--- src/edge_detect_pkg.sv ---
// Notes on behaviour
// - detect programmed edges on three pins, forward each as interrupt request
// - detection never stops, whatever the power or standby state; here it freezes while CE is low
// - reset clears both edge enable registers to zero
// - enable registers take single-bit and whole-byte reads and writes
// - rise/fall bit pair: 00 off, 01 fall, 10 rise, 11 both
// - bits 4, 5 and 7 steer pins a, b and c
// - no analog noise filter; recognition starts right after the input buffer
// - pin a request: maskable, default priority 1, vector 0008, word 0FE08
// - pin b request: maskable, default priority 2, vector 000A, word 0FE0A
// - maskable vectored requests nest over four programmable priority levels
// - pin c request: maskable, default priority 3, vector 000C, word 0FE0C
// - equal programmed priority: lower default priority number served first
package edge_detect_pkg;
  localparam logic [15:0] RISE_EN_ADDR   = 16'hffa0;
  localparam logic [15:0] FALL_EN_ADDR   = 16'hffa2;
  localparam logic [7:0]  EN_RESET       = 8'h00;
  localparam logic [7:0]  EN_USED_MASK   = 8'hb0;
  localparam int          NUM_PINS       = 3;
  localparam int          PIN_A_BIT      = 4;
  localparam int          PIN_B_BIT      = 5;
  localparam int          PIN_C_BIT      = 7;
  localparam logic [2:0]  DEF_PRIO_A     = 3'h1;
  localparam logic [2:0]  DEF_PRIO_B     = 3'h2;
  localparam logic [2:0]  DEF_PRIO_C     = 3'h3;
  localparam logic [15:0] VECTOR_A       = 16'h0008;
  localparam logic [15:0] VECTOR_B       = 16'h000a;
  localparam logic [15:0] VECTOR_C       = 16'h000c;
  localparam logic [19:0] MSCW_A         = 20'h0_fe08;
  localparam logic [19:0] MSCW_B         = 20'h0_fe0a;
  localparam logic [19:0] MSCW_C         = 20'h0_fe0c;
  localparam int          PRIO_LEVELS    = 4;
  localparam logic [2:0]  SYNC_RESET     = 3'h0;
  typedef enum logic [1:0] {
    EDGE_OFF  = 2'h0,
    EDGE_FALL = 2'h1,
    EDGE_RISE = 2'h2,
    EDGE_BOTH = 2'h3
  } edge_mode_t;
endpackage

--- src/pin_edge_unit.sv ---
`timescale 1ns/1ps
`default_nettype none
module pin_edge_unit (
  input  wire logic                         clk,
  input  wire logic                         rst,
  input  wire logic                         ce,
  input  wire logic                         pin,
  input  wire edge_detect_pkg::edge_mode_t  mode,
  output logic                              hit
);
  import edge_detect_pkg::*;
  // three stages; only stage 0 feeds stage 1, the compared pair is 1 and 2
  logic [2:0] sync_r;
  wire rise_seen = sync_r[1] & ~sync_r[2];
  wire fall_seen = ~sync_r[1] & sync_r[2];
  wire rise_ok   = (mode == EDGE_RISE) | (mode == EDGE_BOTH);
  wire fall_ok   = (mode == EDGE_FALL) | (mode == EDGE_BOTH);
  always_ff @(posedge clk) begin
    if (rst) begin
      sync_r <= SYNC_RESET;
    end else if (ce) begin
      sync_r <= {sync_r[1:0], pin};
    end
  end
  assign hit = (rise_seen & rise_ok) | (fall_seen & fall_ok);
endmodule
`default_nettype wire

--- src/edge_detect.sv ---
`timescale 1ns/1ps
`default_nettype none
module edge_detect (
  input  wire logic                  CORE_CLK,
  input  wire logic                  RST,
  input  wire logic                  CE,
  input  wire logic [15:0]           ADDR,
  input  wire logic                  WR,
  input  wire logic                  RD,
  input  wire logic                  BIT_OP,
  input  wire logic [2:0]            BIT_SEL,
  input  wire logic [7:0]            WDATA,
  output logic      [7:0]            RDATA,
  input  wire logic                  PORT_PIN_A,
  input  wire logic                  PORT_PIN_B,
  input  wire logic                  PORT_PIN_C,
  output logic                       EXT_IRQ_A,
  output logic                       EXT_IRQ_B,
  output logic                       EXT_IRQ_C,
  output logic      [2:0]            IRQ_DEF_PRIO,
  output logic      [15:0]           IRQ_VECTOR,
  output logic      [19:0]           IRQ_MSCW
);
  import edge_detect_pkg::*;

  ////////////////////////////////////////////////////////////////////////////
  // edge enable registers
  logic [7:0] rising_edge_enable_r;
  logic [7:0] falling_edge_enable_r;
  logic [7:0] rising_edge_enable_nxt;
  logic [7:0] falling_edge_enable_nxt;
  logic [7:0] rdata_nxt;

  wire sel_rise = (ADDR == RISE_EN_ADDR);
  wire sel_fall = (ADDR == FALL_EN_ADDR);
  wire [7:0] bit_mask = 8'h01 << BIT_SEL;
  // a bit operation touches only the chosen bit of the old value
  wire [7:0] rise_bitw = (rising_edge_enable_r & ~bit_mask)
                       | ({8{WDATA[0]}} & bit_mask);
  wire [7:0] fall_bitw = (falling_edge_enable_r & ~bit_mask)
                       | ({8{WDATA[0]}} & bit_mask);
  wire [7:0] rise_wval = BIT_OP ? rise_bitw : WDATA;
  wire [7:0] fall_wval = BIT_OP ? fall_bitw : WDATA;
  assign rising_edge_enable_nxt = (WR & sel_rise)
      ? (rise_wval & EN_USED_MASK) : rising_edge_enable_r;
  assign falling_edge_enable_nxt = (WR & sel_fall)
      ? (fall_wval & EN_USED_MASK) : falling_edge_enable_r;
  wire [7:0] rd_word = sel_rise ? rising_edge_enable_r
                     : sel_fall ? falling_edge_enable_r : 8'h00;
  // bit read returns the addressed bit in bit 0
  wire [7:0] rd_bit = {7'h00, rd_word[BIT_SEL]};
  assign rdata_nxt = RD ? (BIT_OP ? rd_bit : rd_word) : 8'h00;

  always_ff @(posedge CORE_CLK) begin
    if (RST) begin
      rising_edge_enable_r  <= EN_RESET;
      falling_edge_enable_r <= EN_RESET;
      RDATA                 <= 8'h00;
    end else if (CE) begin
      rising_edge_enable_r  <= rising_edge_enable_nxt;
      falling_edge_enable_r <= falling_edge_enable_nxt;
      RDATA                 <= rdata_nxt;
    end
  end

  ////////////////////////////////////////////////////////////////////////////
  // per-pin edge detection; no standby input exists, but it freezes while CE is low
  wire [NUM_PINS-1:0] pins = {PORT_PIN_C, PORT_PIN_B, PORT_PIN_A};
  wire [NUM_PINS-1:0] rise_sel = {rising_edge_enable_r[PIN_C_BIT],
                                  rising_edge_enable_r[PIN_B_BIT],
                                  rising_edge_enable_r[PIN_A_BIT]};
  wire [NUM_PINS-1:0] fall_sel = {falling_edge_enable_r[PIN_C_BIT],
                                  falling_edge_enable_r[PIN_B_BIT],
                                  falling_edge_enable_r[PIN_A_BIT]};
  wire [NUM_PINS-1:0] hit;

  genvar g;
  generate
    for (g = 0; g < NUM_PINS; g++) begin : g_pin
      pin_edge_unit u_edge (
        .clk  (CORE_CLK),
        .rst  (RST),
        .ce   (CE),
        .pin  (pins[g]),
        .mode (edge_mode_t'({rise_sel[g], fall_sel[g]})),
        .hit  (hit[g])
      );
    end
  endgenerate

  ////////////////////////////////////////////////////////////////////////////
  // request outputs with fixed identity of the lowest numbered hit
  logic [2:0]  prio_nxt;
  logic [15:0] vec_nxt;
  logic [19:0] mscw_nxt;
  // simultaneous hits: lowest default number wins for the id outputs;
  // masking and the four programmable levels live in the interrupt controller
  assign prio_nxt = hit[0] ? DEF_PRIO_A : hit[1] ? DEF_PRIO_B
                  : hit[2] ? DEF_PRIO_C : 3'h0;
  assign vec_nxt  = hit[0] ? VECTOR_A : hit[1] ? VECTOR_B
                  : hit[2] ? VECTOR_C : 16'h0000;
  assign mscw_nxt = hit[0] ? MSCW_A : hit[1] ? MSCW_B
                  : hit[2] ? MSCW_C : 20'h0_0000;

  always_ff @(posedge CORE_CLK) begin
    if (RST) begin
      EXT_IRQ_A    <= 1'b0;
      EXT_IRQ_B    <= 1'b0;
      EXT_IRQ_C    <= 1'b0;
      IRQ_DEF_PRIO <= 3'h0;
      IRQ_VECTOR   <= 16'h0000;
      IRQ_MSCW     <= 20'h0_0000;
    end else if (CE) begin
      EXT_IRQ_A    <= hit[0];
      EXT_IRQ_B    <= hit[1];
      EXT_IRQ_C    <= hit[2];
      IRQ_DEF_PRIO <= prio_nxt;
      IRQ_VECTOR   <= vec_nxt;
      IRQ_MSCW     <= mscw_nxt;
    end
  end
endmodule
`default_nettype wire

--- config.mk ---
export PLATFORM = sky130hd
export DESIGN_NAME = edge_detect
export DESIGN_NICKNAME = d
export VERILOG_FILES = /design/src/edge_detect_pkg.sv /design/src/pin_edge_unit.sv /design/src/edge_detect.sv
export SDC_FILE = /design/constraint.sdc
export NUM_CORES = 1
export LEC_CHECK = 0
export ABC_AREA = 1
export BUFFER_PORTS_ARGS = -buffer_cell sky130_fd_sc_hd__buf_4
export CORE_UTILIZATION = 46
export CTS_BUF_LIST = sky130_fd_sc_hd__clkbuf_2
export DETAILED_ROUTE_END_ITERATION = 8
export PLACE_DENSITY_LB_ADDON = 0.3
export SLEW_MARGIN = 10
export SYNTH_ARGS = -nofsm -noshare
export SYNTH_HDL_FRONTEND = slang
export SYNTH_SLANG_ARGS = --single-unit
--- constraint.sdc ---
create_clock -name CORE_CLK -period 1.3 [get_ports CORE_CLK]
set_input_delay 0.325 -clock CORE_CLK [delete_from_list [all_inputs] [get_ports CORE_CLK]]
set_output_delay 0.325 -clock CORE_CLK [all_outputs]
set_load 0.1 [all_outputs]
==> impl_results.md <==
* Clock Sinks at 27
* Cell area after layout at 2260 µm²
* Routed len/inst at 10.8 µm
* Fin. max-slew vios at 0
* PD cells at 871 nW/µm²
* Status: complete, but fails checks
* Hold slack final at 0.172 ns
* Reg2Reg Capture Point: IRQ_MSCW[2]$_SDFFE_PP0P_
* Crit path DAT at 1.11 ns
* Crit start category: flop
* Required time worst endpoint at 0.98 ns
* Initial DRC count at 59
* Cells on Worst Hold Path at 3
* Hpwl dp at 2520 µm
* Vias in the first global route at 1262
* Yosys Warn Count at 0
* DIE WIDTH at 61.1 µm
* Most frequent cells in the layout: nand2_1, buf_4, conb_1, buf_12, inv_1
* Fmax at 698 MHz
* Failing checks: setup timing
* Area of the multi-input gates at 786 µm²
* Post-synthesis cell type count at 23
* CTS Root Cell: clkbuf_2
* First-pass GRT wire length at 5460 µm
* Fin crit period at 1.43 ns
* Final Hold Fails at 0
* # DRC at 0
* Crit share post-route at 110%
* Reg-to-reg slack, setup at 0.19 ns
* Area growth syn-to-layout at 40.5%
* Die height at 61.1 µm
* Beginning of the worst hold path: PORT_PIN_C
* Setup Viol. Count Final at 9
* Post-synthesis sequential area ratio at 33.6%
* Final Util at 67.8%
* Max_cap viols at 0
* Leak pwr at 1.01 nW
* Yosys reg bits at 27
* Diode count at 0
* First-pass DRT Iterations at 4
* GRT Overall Usage at 19.8%
* Vias per cell at 4.57
* CTS clk-pin slew, worst paths at 0.25 ns
* Die area at 3740 µm²
* Unrepaired setup endpoints after global routing: true
* FF+latch area at 566 µm²
* Routed vias at 1508
* Critical Path Sink Type: output port
* Routed WL at 3580 µm
* RR Startpoint: g_pin[0].u_edge.sync_r[1]$_SDFFE_PP0P_
* Core area at 3340 µm²
* Clock buffer count from CTS at 3
* FF-to-FF path depth at 7
* Setup Skew at 0.00673 ns
* Site row count at 21
* Placed inst area at 1910 µm²
* PortBufs at 53
* Htree depth at 1
* Design Power at 1.97 mW
* Starting Density at 48.2%
* Nets at 321
* WS Path Type: reg -> out
* Post-Syn Area at 1610 µm²
* CP Max Fanout at 5
* Tightest Hold Check Type: in -> reg
* Ratio of cells with drive above 1 in the final layout at 32.7%
* DRT antenna net count at 0
* IO Pins at 86
* Worst IR Drop VDD at 0.000742 V
* FILL cells at 303
* Antenna violations before repair at 0
* Placer Congestion at 0.848
* Fin worst setup slack at -0.132 ns
* Largest net degree at the start of global routing at 16
* Hold EP: g_pin[2].u_edge.sync_r[0]$_SDFFE_PP0P_
* Max Buffers Root-to-Sink at 2
* Syn avg cell area at 6.82 µm²
* CTS tree: built
* Worst skew pair latency at 0.35 ns
* Most common cell after layout, fill and taps aside: nand2_1
* GR Overflow Total at 0
* Post-Synthesis Cells at 236
## layout make-up
class / count / share of cell area (%)
clock buffer: 3 / 0.664
clock inverter: 1 / 0.221
inverter: 21 / 3.49
multi-input combinational: 171 / 34.8
sequential: 27 / 25.0
tap: 46 / 2.55
timing repair buffer: 61 / 33.3
## per-layer routing
layer  share of wire, %  GRT usage (%)
met1                 40           23.0
met2                 53           35.6
met3                6.8           5.25
met4               0.59           6.17
met5                  0              0
## critical path: stages, from the launching register on
cell	delay (ns)
dfxtp_4	0.43
buf_8	0.14
buf_12	0.18
## power by group
group	internal, mW	switching, mW	total (mW)
registers	0.848	0.0151	0.863
clock network	0.0698	0.245	0.315
logic	0.179	0.612	0.791
## stage by stage
| stage | worst slack (ns) | TNS, ns | cells |
|---|---|---|---|
| finish | -0.132 | -1.14 | 330 |
| global route | -0.200 | -2.27 | 330 |
| CTS | -0.118 | -1.03 | 330 |
| detailed placement | -0.152 | -0.805 | 324 |
| global placement | -0.133 | -0.620 | 324 |
| floorplan | 0.00671 | 0 | 263 |
## Yosys cell counts
| library cell | n | area share, % |
|---|---|---|
| or2_2 | 1 | 0.39 |
| o21ai_2 | 1 | 0.54 |
| buf_2 | 3 | 0.93 |
| nor2_2 | 4 | 1.6 |
| buf_4 | 38 | 18 |
| o31ai_1 | 2 | 0.93 |
| nand3_1 | 15 | 4.7 |
| a21oi_1 | 20 | 6.2 |
| o21ai_1 | 1 | 0.31 |
| dfxtp_1 | 27 | 34 |
| nand2_1 | 53 | 12 |
| o21ai_0 | 16 | 5.0 |
| clkbuf_1 | 3 | 0.70 |
| a21oi_2 | 2 | 1.1 |
| nor2_4 | 2 | 1.4 |
| nor2_1 | 20 | 4.7 |
| inv_1 | 21 | 4.9 |
| conb_1 | 1 | 0.23 |
| nand3_2 | 1 | 0.62 |
| nand4_1 | 1 | 0.39 |
| nand2_2 | 2 | 0.78 |
| nor3_2 | 1 | 0.62 |
| nor4_1 | 1 | 0.39 |
## cells by family after synthesis
kind of cell / after synthesis / synth area share (%)
and+or+nand+nor: 101 / 27.8
AOI/OAI and AO/OA: 42 / 14.1
other: 1 / 0.233
buffers and inverters: 65 / 24.3
DFF: 27 / 33.6
## repair_timing
item | in CTS | in global routing
buffers inserted | 2 | 0
endpoints found under the setup margin | 22 | 24
endpoints found under the hold margin | 0 | 0
resized for setup | 67 | 13
hold buffers | 0 | 0
gates cloned | 0 | 0
## worst max-delay path by stage
stage,start,to,slack [ns],cells after the start
after floorplan,RDATA[0]$_SDFFE_PP0P_,RDATA[0]$_SDFFE_PP0P_,0.007,2
after global placement,ADDR[4],flop,-0.13,9
after detailed placement,ADDR[4],flop,-0.15,9
after CTS,IRQ_MSCW[14]$_SDFFE_PP0P_,IRQ_MSCW[3],-0.12,2
after global routing,IRQ_MSCW[14]$_SDFFE_PP0P_,IRQ_MSCW[15],-0.20,2
final,IRQ_MSCW[14]$_SDFFE_PP0P_,IRQ_MSCW[15],-0.13,2
(Power assumes the default switching activity.)
